$ cat config.mk
export PLATFORM = sky130hd
export DESIGN_NAME = tcs_trigger_command_select
export DESIGN_NICKNAME = d
export VERILOG_FILES = /design/src/core/tcs_pkg.sv /design/src/core/tcs_trigger_command_select.sv
export SDC_FILE = /design/constraint.sdc
export NUM_CORES = 1
export LEC_CHECK = 0
export BUFFER_PORTS_ARGS = -buffer_cell sky130_fd_sc_hd__buf_4
export CORE_MARGIN = 4
export CORE_UTILIZATION = 37
export CTS_CLUSTER_DIAMETER = 80
export DETAILED_ROUTE_END_ITERATION = 10
export GPL_TIMING_DRIVEN = 0
export RECOVER_POWER = 50
export SLEW_MARGIN = 0
export SYNTH_ARGS = -nofsm -noshare
export SYNTH_HDL_FRONTEND = slang
export SYNTH_SLANG_ARGS = --single-unit
$ cat constraint.sdc
create_clock -name CLK_SYS -period 2.7 [get_ports CLK_SYS]
set_clock_uncertainty 0.05 [all_clocks]
set_input_delay 0.54 -clock CLK_SYS [delete_from_list [all_inputs] [get_ports CLK_SYS]]
set_output_delay 0.54 -clock CLK_SYS [all_outputs]
set_load 0.05 [all_outputs]
$ cat src/core/tcs_pkg.sv
// shared widths, codes and carriers of the trigger command select block
package tcs_pkg;

	localparam int TCS_TRG_CMD_W  = 4;
	localparam int TCS_DAQ_CMD_W  = 4;
	localparam int TCS_TOKEN_W    = 12;
	localparam int TCS_WORD_W     = 16;
	localparam int TCS_NUM_DET    = 8;
	localparam int TCS_CTRL_W     = 3;
	localparam int TCS_FIFO_DEPTH = 16;

	localparam int TCS_SEL_LO  = 0;
	localparam int TCS_SEL_HI  = 1;
	localparam int TCS_SEL_RSV = 2;

	// trigger command code that means no command in this slot
	localparam logic [TCS_TRG_CMD_W-1:0] TCS_CMD_NONE = 4'h0;

	typedef enum logic [1:0] {
		TCS_SRC_FIFO_A = 2'b00,
		TCS_SRC_FIFO_B = 2'b01,
		TCS_SRC_PREV   = 2'b10,
		TCS_SRC_ZERO   = 2'b11
	} tcs_src_t;

	typedef enum logic [0:0] {
		TCS_ST_IDLE      = 1'b0,
		TCS_ST_WAIT_MEZZ = 1'b1
	} tcs_state_t;

	// one trigger command slot as it travels through the board
	typedef struct packed {
		logic [TCS_DAQ_CMD_W-1:0] daq_cmd;
		logic [TCS_TOKEN_W-1:0]   token;
		logic [TCS_TRG_CMD_W-1:0] trg_cmd;
	} tcs_cmd_t;

	localparam tcs_cmd_t TCS_CMD_ZERO = '0;

	// backplane side fields that go to the mezzanine untouched
	typedef struct packed {
		logic [TCS_WORD_W-1:0]  trigger_word_bits;
		logic [TCS_NUM_DET-1:0] det_select;
	} tcs_side_t;

endpackage

$ cat src/core/tcs_trigger_command_select.sv
// trigger command merge between backplane, mezzanine and sequencer
// Notes on behaviour
// - DAQ command and token bypass the mezzanine
// - trigger command goes out to mezzanine, returns
// - commands during pulser sequence are queued, dropped only when the queue is full
// - mezzanine select picks DAQ and token sources, command always from mezzanine
// - select 0: mezzanine command, DAQ/token from FIFO
// - select 1: same sources as select 0
// - select 2: reuse previous valid DAQ/token
// - select 3: DAQ command and token forced zero
// - backplane inputs captured on bunch strobe rise
// - per-detector busy, active low, open collector
`timescale 1ns/100ps
`default_nettype none

module tcs_trigger_command_select
	import tcs_pkg::*;
#(
	parameter int FIFO_DEPTH = TCS_FIFO_DEPTH,
	parameter int OWN_DET    = 0
) (
	input  wire logic                     CLK_SYS,              // 50 MHz
	input  wire logic                     RESET_N,              // async reset
	input  wire logic                     BUNCH_STROBE,         // slot strobe
	input  wire logic                     BUNCH_STROBE_DELAYED, // mezz strobe
	input  wire logic [TCS_TRG_CMD_W-1:0] TRG_CMD,              // backplane
	input  wire logic [TCS_DAQ_CMD_W-1:0] DAQ_CMD,              // backplane
	input  wire logic [TCS_TOKEN_W-1:0]   TRG_TOKEN,            // backplane
	input  wire logic [TCS_WORD_W-1:0]    TRG_WORD,             // backplane
	input  wire logic [TCS_NUM_DET-1:0]   DET_SELECT,           // backplane
	input  wire logic [TCS_TRG_CMD_W-1:0] CMD_FROM_MEZZANINE,   // mezz cmd
	input  wire logic [TCS_CTRL_W-1:0]    MEZZ_CONTROL,         // source sel
	input  wire logic                     MEZZ_BUSY,            // dead time
	output logic [TCS_TRG_CMD_W-1:0]      CMD_TO_MEZZANINE,     // to mezz
	output logic [TCS_WORD_W-1:0]         TRIGGER_WORD_BITS,    // to mezz
	output logic [TCS_NUM_DET-1:0]        DET_SELECT_OUT,       // to mezz
	output logic [TCS_TRG_CMD_W-1:0]      SEQ_TRG_CMD,          // sequencer
	output logic [TCS_DAQ_CMD_W-1:0]      SEQ_DAQ_CMD,          // sequencer
	output logic [TCS_TOKEN_W-1:0]        SEQ_TOKEN,            // sequencer
	output logic                          SEQ_VALID,            // slot pulse
	output logic [TCS_NUM_DET-1:0]        BUSY_N_O,             // always low
	output logic [TCS_NUM_DET-1:0]        BUSY_N_OE             // pull low
);

	localparam int PTR_W = (FIFO_DEPTH > 1) ? $clog2(FIFO_DEPTH) : 1;
	localparam int CNT_W = $clog2(FIFO_DEPTH + 1);
	localparam logic [CNT_W-1:0] CNT_FULL = CNT_W'(FIFO_DEPTH);
	localparam logic [PTR_W-1:0] PTR_LAST = PTR_W'(FIFO_DEPTH - 1);

	logic       stb_reg;
	logic       dstb_reg;
	logic       stb_edge;
	logic       dstb_edge;
	logic       cap_valid_reg;
	tcs_cmd_t   live_reg;
	tcs_side_t  side_reg;
	tcs_cmd_t   cur_reg;
	tcs_cmd_t   last_reg;
	tcs_state_t state_reg;
	tcs_cmd_t   mem_reg [FIFO_DEPTH];
	logic [PTR_W-1:0] wr_ptr_reg;
	logic [PTR_W-1:0] rd_ptr_reg;
	logic [CNT_W-1:0] count_reg;
	logic       live_valid;
	logic       fifo_full;
	logic       fifo_empty;
	logic       push;
	logic       pop;
	logic       emit;
	tcs_src_t   src;
	tcs_cmd_t   slot_next;

	// inputs are synchronous, so a one-flop history is enough for edges
	always_ff @(posedge CLK_SYS or negedge RESET_N) begin
		if (!RESET_N) begin
			stb_reg  <= 1'b0;
			dstb_reg <= 1'b0;
		end else begin
			stb_reg  <= BUNCH_STROBE;
			dstb_reg <= BUNCH_STROBE_DELAYED;
		end
	end

	assign stb_edge  = BUNCH_STROBE & ~stb_reg;
	assign dstb_edge = BUNCH_STROBE_DELAYED & ~dstb_reg;

	always_ff @(posedge CLK_SYS or negedge RESET_N) begin
		if (!RESET_N) begin
			live_reg      <= TCS_CMD_ZERO;
			side_reg      <= '0;
			cap_valid_reg <= 1'b0;
		end else begin
			cap_valid_reg <= stb_edge;
			if (stb_edge) begin
				live_reg <= '{daq_cmd: DAQ_CMD, token: TRG_TOKEN,
					trg_cmd: TRG_CMD};
				side_reg <= '{trigger_word_bits: TRG_WORD,
					det_select: DET_SELECT};
			end
		end
	end

	assign live_valid = (live_reg.trg_cmd != TCS_CMD_NONE);
	assign fifo_full  = (count_reg == CNT_FULL);
	assign fifo_empty = (count_reg == '0);
	// queue while the mezzanine is busy, and behind anything still queued
	assign push = cap_valid_reg & live_valid & (MEZZ_BUSY | ~fifo_empty)
		& ~fifo_full;
	assign pop  = cap_valid_reg & ~MEZZ_BUSY & ~fifo_empty;

	always_comb begin
		if (pop) begin
			slot_next = mem_reg[rd_ptr_reg];
		end else if (MEZZ_BUSY) begin
			slot_next = TCS_CMD_ZERO;
		end else begin
			slot_next = live_reg;
		end
	end

	generate
		for (genvar i = 0; i < FIFO_DEPTH; i++) begin : g_entry
			always_ff @(posedge CLK_SYS or negedge RESET_N) begin
				if (!RESET_N) begin
					mem_reg[i] <= TCS_CMD_ZERO;
				end else if (push && wr_ptr_reg == PTR_W'(i)) begin
					mem_reg[i] <= live_reg;
				end
			end
		end
	endgenerate

	always_ff @(posedge CLK_SYS or negedge RESET_N) begin
		if (!RESET_N) begin
			wr_ptr_reg <= '0;
			rd_ptr_reg <= '0;
			count_reg  <= '0;
		end else begin
			if (push) begin
				wr_ptr_reg <= (wr_ptr_reg == PTR_LAST) ? '0
					: wr_ptr_reg + 1'b1;
			end
			if (pop) begin
				rd_ptr_reg <= (rd_ptr_reg == PTR_LAST) ? '0
					: rd_ptr_reg + 1'b1;
			end
			if (push && !pop) begin
				count_reg <= count_reg + 1'b1;
			end else if (pop && !push) begin
				count_reg <= count_reg - 1'b1;
			end
		end
	end

	// slot pairing: strobe starts a slot, delayed strobe closes it
	always_ff @(posedge CLK_SYS or negedge RESET_N) begin
		if (!RESET_N) begin
			state_reg <= TCS_ST_IDLE;
		end else begin
			case (state_reg)
				TCS_ST_IDLE: begin
					if (cap_valid_reg) begin
						state_reg <= TCS_ST_WAIT_MEZZ;
					end
				end
				TCS_ST_WAIT_MEZZ: begin
					if (dstb_edge) begin
						state_reg <= TCS_ST_IDLE;
					end
				end
				default: begin
					state_reg <= TCS_ST_IDLE;
				end
			endcase
		end
	end

	assign emit = (state_reg == TCS_ST_WAIT_MEZZ) & dstb_edge;
	// the top control line carries no meaning here
	assign src  = tcs_src_t'(MEZZ_CONTROL[TCS_SEL_HI:TCS_SEL_LO]);

	always_ff @(posedge CLK_SYS or negedge RESET_N) begin
		if (!RESET_N) begin
			cur_reg           <= TCS_CMD_ZERO;
			CMD_TO_MEZZANINE  <= TCS_CMD_NONE;
			TRIGGER_WORD_BITS <= '0;
			DET_SELECT_OUT    <= '0;
		end else if (cap_valid_reg) begin
			// DAQ command and token stay on board, never go to the mezzanine
			cur_reg           <= slot_next;
			CMD_TO_MEZZANINE  <= slot_next.trg_cmd;
			TRIGGER_WORD_BITS <= side_reg.trigger_word_bits;
			DET_SELECT_OUT    <= side_reg.det_select;
		end
	end

	always_ff @(posedge CLK_SYS or negedge RESET_N) begin
		if (!RESET_N) begin
			SEQ_TRG_CMD <= TCS_CMD_NONE;
			SEQ_DAQ_CMD <= '0;
			SEQ_TOKEN   <= '0;
			SEQ_VALID   <= 1'b0;
			last_reg    <= TCS_CMD_ZERO;
		end else begin
			SEQ_VALID <= emit;
			if (emit) begin
				SEQ_TRG_CMD <= CMD_FROM_MEZZANINE;
				case (src)
					// 0 and 1 read the same; both take the queue's slot
					TCS_SRC_FIFO_A, TCS_SRC_FIFO_B: begin
						SEQ_DAQ_CMD <= cur_reg.daq_cmd;
						SEQ_TOKEN   <= cur_reg.token;
					end
					TCS_SRC_PREV: begin
						SEQ_DAQ_CMD <= last_reg.daq_cmd;
						SEQ_TOKEN   <= last_reg.token;
					end
					default: begin
						SEQ_DAQ_CMD <= '0;
						SEQ_TOKEN   <= '0;
					end
				endcase
				if (cur_reg.trg_cmd != TCS_CMD_NONE) begin
					last_reg <= cur_reg;
				end
			end
		end
	end

	// open collector: level fixed low, only the enable moves
	always_ff @(posedge CLK_SYS or negedge RESET_N) begin
		if (!RESET_N) begin
			BUSY_N_O  <= '0;
			BUSY_N_OE <= '0;
		end else begin
			BUSY_N_O  <= '0;
			BUSY_N_OE <= '0;
			// a full queue must also stop triggers, or commands would be lost
			BUSY_N_OE[OWN_DET] <= MEZZ_BUSY | fifo_full;
		end
	end

	chk_capture_on_edge: assert property (@(posedge CLK_SYS)
		disable iff (!RESET_N)
		stb_edge |=> live_reg.trg_cmd == $past(TRG_CMD)
			&& live_reg.token == $past(TRG_TOKEN))
		else $error("backplane not captured on strobe");
	chk_cmd_to_mezz: assert property (@(posedge CLK_SYS)
		disable iff (!RESET_N)
		cap_valid_reg && !MEZZ_BUSY && fifo_empty
			|=> CMD_TO_MEZZANINE == $past(live_reg.trg_cmd))
		else $error("live command not passed to mezzanine");
	chk_queue_busy: assert property (@(posedge CLK_SYS)
		disable iff (!RESET_N)
		cap_valid_reg && MEZZ_BUSY && live_valid && !fifo_full
			|=> count_reg == $past(count_reg) + 1'b1)
		else $error("command during busy not queued");
	chk_release_order: assert property (@(posedge CLK_SYS)
		disable iff (!RESET_N)
		pop |=> CMD_TO_MEZZANINE == $past(mem_reg[rd_ptr_reg].trg_cmd)
			&& rd_ptr_reg != $past(rd_ptr_reg))
		else $error("queue head not released");
	chk_src_fifo: assert property (@(posedge CLK_SYS)
		disable iff (!RESET_N)
		emit && !src[1] |=> SEQ_VALID && SEQ_DAQ_CMD == $past(cur_reg.daq_cmd)
			&& SEQ_TOKEN == $past(cur_reg.token))
		else $error("slot DAQ or token not sent");
	chk_src_prev: assert property (@(posedge CLK_SYS)
		disable iff (!RESET_N)
		emit && src == TCS_SRC_PREV
			|=> SEQ_TOKEN == $past(last_reg.token))
		else $error("previous token not reused");
	chk_src_zero: assert property (@(posedge CLK_SYS)
		disable iff (!RESET_N)
		emit && src == TCS_SRC_ZERO
			|=> SEQ_DAQ_CMD == '0 && SEQ_TOKEN == '0 ##1 !SEQ_VALID)
		else $error("DAQ or token not zeroed");
	chk_mezz_cmd_out: assert property (@(posedge CLK_SYS)
		disable iff (!RESET_N)
		emit |=> SEQ_TRG_CMD == $past(CMD_FROM_MEZZANINE))
		else $error("mezzanine command not sent");
	chk_busy_drive: assert property (@(posedge CLK_SYS)
		disable iff (!RESET_N)
		MEZZ_BUSY |=> BUSY_N_OE[OWN_DET] && BUSY_N_O == '0)
		else $error("busy not pulled low");

	cov_queue_drain: cover property (@(posedge CLK_SYS)
		disable iff (!RESET_N) pop && push);
	cov_src_prev: cover property (@(posedge CLK_SYS)
		disable iff (!RESET_N) emit && src == TCS_SRC_PREV);
	cov_src_zero: cover property (@(posedge CLK_SYS)
		disable iff (!RESET_N) emit && src == TCS_SRC_ZERO);
	cov_full: cover property (@(posedge CLK_SYS)
		disable iff (!RESET_N) fifo_full);

endmodule // tcs_trigger_command_select

`default_nettype wire

==> flow_metrics.env <==
export IMPL_initial_standard_cell_utilization_of_the_core_pct=37.3
export IMPL_slew_limit_headroom_pct=37.5
export IMPL_grt_antenna_before_repair=1
export IMPL_min_period_ns=2.72
export IMPL_via_count=12400
export IMPL_numCtsBuffers=48
export IMPL_setup_tns_ns=-0.0158
export IMPL_die_w_um=246
export IMPL_timing_critical_path_cells="nor4_4 > clkbuf_16 > a31oi_4 > nand2_8 > inv_4 > ha_4 > inv_6 > ha_4 > a21o_1 > a21oi_2 > mux2i_1 > xnor2_1"
export IMPL_cp_num_buf_inv=3
export IMPL_synth_seq_cells=463
export IMPL_combinationalPowerShare_pct=35.3
export IMPL_design_die_area_mm2=0.0606
export IMPL_clkLatencyLatePin_ns=0.58
export IMPL_critical_path_depth=12
export IMPL_worst_ep_required_time_ns=3.13
export IMPL_tightest_slew_ns=0.937
export IMPL_largest_register_ffs=320
export IMPL_die_height_um=246
export IMPL_setup_repair_after_global_routing_missed_its_margin="true"
export IMPL_run_status="finished, violations left"
export IMPL_max_clock_freq_mhz=368
export IMPL_min_path_cells=1
export IMPL_cts_sink_count=463
export IMPL_net_switching_power_uw=8890
export IMPL_syn_area_mm2=0.0210
export IMPL_async_set_or_reset_flop_fraction_in_the_synthesized_netlist_pct=100
export IMPL_synth_edf_count=0
export IMPL_layout_worst_path_cycle_share_pct=101
export IMPL_postRouteAntennaNets=0
export IMPL_drc=0
export IMPL_finalHoldWorstSlack_ns=0.0599
export IMPL_synth_fa_ha_area_share_pct=0.632
export IMPL_power_sequential_fraction_pct=40.2
export IMPL_post_detailed_placement_half_perimeter_wirelength_um=35000
export IMPL_num_antenna_cells=0
export IMPL_cts_root_buffer="sky130_fd_sc_hd__clkbuf_16"
export IMPL_met2_wirelength_um=23400
export IMPL_htree_num_levels=2
export IMPL_clk_pin_slew_worst_paths_ns=0.06
export IMPL_fp_row_count=87
export IMPL_internal_power_uw=17700
export IMPL_synth_top_cell_area_share_pct=55.2
export IMPL_yosys_area_share_xor_xnor_pct=0.250
export IMPL_core_mm2=0.0563
export IMPL_synth_top_cells_by_area="sky130_fd_sc_hd__dfrtp_1 (55%), sky130_fd_sc_hd__mux2_2 (22%), sky130_fd_sc_hd__mux4_2 (4.4%)"
export IMPL_drt_vias_per_instance=5.08
export IMPL_cpMostUsedCell="sky130_fd_sc_hd__ha_4"
export IMPL_gp_routability_congestion=0.843
export IMPL_timing_hold_violations_final=0
export IMPL_synth_compound_gate_area_share_pct=3.59
export IMPL_powerDensity_mw_per_mm2=1080
export IMPL_post_synth_and_or_nand_nor_area_fraction_pct=4.59
export IMPL_setup_ws_ns=-0.0158
export IMPL_avgSynthCellArea_um2=14.3
export IMPL_critical_path_max_stage_delay_ns=0.48
export IMPL_synth_area_mux_share_pct=31.5
export IMPL_grt_total_usage_pct=16.8
export IMPL_yosysUniqueCellTypes=47
export IMPL_setup_violations=1
export IMPL_critical_path_slowest_cell="sky130_fd_sc_hd__nor4_4"
export IMPL_areaGrowthSynthToFinish_pct=17.3
export IMPL_synth_seq_area_share_pct=55.2
export IMPL_vias_in_the_first_global_route=13400
export IMPL_dr_max_layer_used="met4"
export IMPL_synth_top_family_by_area="multiplexers"
export IMPL_detail_route_wirelength_met1_um=23600
export IMPL_ir_drop_v=0.000507
export IMPL_routed_wl_met3_um=2260
export IMPL_crit_path_start_kind="flop"
export IMPL_grt_max_degree=125
export IMPL_violations_in_the_final_reports="negative setup slack"
export IMPL_grt_pass1_wl_um=78900
export IMPL_grt_ovfl_total=0
export IMPL_slew_violations=0
export IMPL_final_fill_count=5087
export IMPL_boundaryPins=121
export IMPL_synth_most_common_cell="sky130_fd_sc_hd__dfrtp_1"
export IMPL_critical_path_top_delay_family="simple AND/OR/NAND/NOR gates"
export IMPL_nets=1720
export IMPL_drive_above_1_share_pct=44.6
export IMPL_number_of_max_cap_violations=0
export IMPL_timing_critical_path_to_type="flop"
export IMPL_cts_tree="yes"
export IMPL_synth_warning_count=0
export IMPL_detailedRoute_firstIterationViolations=683
export IMPL_synth_top_cells_by_count="sky130_fd_sc_hd__dfrtp_1 (463), sky130_fd_sc_hd__mux2_2 (403), sky130_fd_sc_hd__mux2i_1 (79)"
export IMPL_io_buffers=104
export IMPL_worstHoldPathType="input pin to flop"
export IMPL_r2r_cells=12
export IMPL_leakagePower_uw=0.0115
export IMPL_totalWireLength_um=50600
export IMPL_buffers_from_clock_root_to_sink_at_most=3
export IMPL_power_frac_clock_pct=24.5
export IMPL_synth_ff_type="sky130_fd_sc_hd__dfrtp_1"
export IMPL_fraction_of_power_spent_switching_nets_pct=33.4
export IMPL_critical_path_arrival_ns=3.15
export IMPL_drt_wirelength_per_cell_um=20.7
export IMPL_path_class="flop to flop"
export IMPL_cp_max_fo=5
export IMPL_instance_count_of_the_mapped_netlist=1469
export IMPL_drtPass1Iterations=4
export IMPL_synth_largest_area_cell="sky130_fd_sc_hd__dfrtp_1"
## cell usage in the layout, fill, tap and decap left out, types with 3 or more instances in the layout
| master | instances |
|---|---|
| sky130_fd_sc_hd__buf_4 | 152 |
| sky130_fd_sc_hd__mux2i_1 | 79 |
| sky130_fd_sc_hd__clkinv_2 | 9 |
| sky130_fd_sc_hd__ha_4 | 3 |
| sky130_fd_sc_hd__nand2_1 | 52 |
| sky130_fd_sc_hd__buf_16 | 3 |
| sky130_fd_sc_hd__buf_1 | 22 |
| sky130_fd_sc_hd__conb_1 | 15 |
| sky130_fd_sc_hd__mux2_4 | 20 |
| sky130_fd_sc_hd__ha_1 | 6 |
| sky130_fd_sc_hd__a22oi_1 | 38 |
| sky130_fd_sc_hd__mux2_2 | 403 |
| sky130_fd_sc_hd__dfrtp_1 | 461 |
| sky130_fd_sc_hd__mux4_2 | 41 |
| sky130_fd_sc_hd__o21ai_0 | 18 |
| sky130_fd_sc_hd__clkbuf_16 | 51 |
| sky130_fd_sc_hd__a21o_1 | 3 |
| sky130_fd_sc_hd__buf_2 | 16 |
| sky130_fd_sc_hd__a31oi_1 | 19 |
| sky130_fd_sc_hd__nand4_4 | 7 |
| sky130_fd_sc_hd__nand3_1 | 41 |
| sky130_fd_sc_hd__inv_1 | 9 |
| sky130_fd_sc_hd__nor2_1 | 8 |
| sky130_fd_sc_hd__xnor2_1 | 5 |
| sky130_fd_sc_hd__buf_6 | 16 |
| sky130_fd_sc_hd__mux2_1 | 5 |
| sky130_fd_sc_hd__nor2b_1 | 39 |
| sky130_fd_sc_hd__clkbuf_1 | 73 |
| sky130_fd_sc_hd__clkbuf_8 | 7 |
| sky130_fd_sc_hd__nand4_1 | 10 |
| sky130_fd_sc_hd__a21oi_1 | 18 |
## area by class of cell
| class | instances | area, um^2 | share of cell area, % |
|---|---|---|---|
| buffer | 149 | 846 | 3.43 |
| inverter | 12 | 52.6 | 0.213 |
| clock buffer | 73 | 1410 | 5.71 |
| sequential | 463 | 11600 | 47.0 |
| tap | 756 | 946 | 3.84 |
| clock inverter | 14 | 138 | 0.559 |
| timing repair buffer | 122 | 1000 | 4.07 |
| multi-input combinational | 858 | 8660 | 35.1 |
## cell families (layout without fill, tap and decap cells)
kind of cell	Yosys count	count (layout)
other	1	15
flip-flops	463	463
buffers and inverters	162	370
multiplexers	548	548
XOR/XNOR	6	6
adder cells (fa/ha/maj)	10	10
AND/OR/NAND/NOR	167	167
AO/OA/AOI/OAI	112	112
## metrics by stage
step	util [%]	area [um^2]	setup slack, ns	total power, uW	instances
detailed placement	40.7	22900	-0.418	20000	2346
global route	43.8	24600	-0.139	28100	2447
finish	43.8	24600	-0.0158	26600	2447
global placement	40.5	22800	-4.04	19700	2343
floorplan	-	21100	0.00992	17200	1483
CTS	43.7	24600	0.00161	26800	2443
## power groups by stage
stage	clock, uW	sequential, uW	combinational (uW)
after CTS	6710	10700	9410
after detailed placement	0	10800	9240
after global placement	0	10700	9040
final	6520	10700	9380
after global routing	7000	11000	10100
after floorplan	0	11000	6190
## path summary, 6_finish.rpt
path	slack, ns	to	start
setup / recovery	-0.02	count_reg[4]	count_reg[3]
hold / removal	0.06	dstb_reg	BUNCH_STROBE_DELAYED
setup reg to reg	-0.02	count_reg[4]	count_reg[3]
hold reg to reg	0.43	SEQ_TRG_CMD[3]	SEQ_TRG_CMD[3]
max in group asynchronous	0.39	side_reg[17]	RESET_N
min in group asynchronous	0.54	live_reg[17]	RESET_N
## what timing repair did
item	in CTS	in global routing
endpoints found under the setup margin	4	2
hold endpoints to repair	93	0
hold buffers	2	0
setup buffers	8	5
pin swaps	7	12
resized for setup	20	4
## per-layer routing
layer  global-route usage [%]  up-vias
met2                     26.9      262
met1                     23.6     6439
li1                         -     5637
met5                        0        -
met3                     2.68       83
met4                     5.42        0
(Power assumes the default switching activity.)
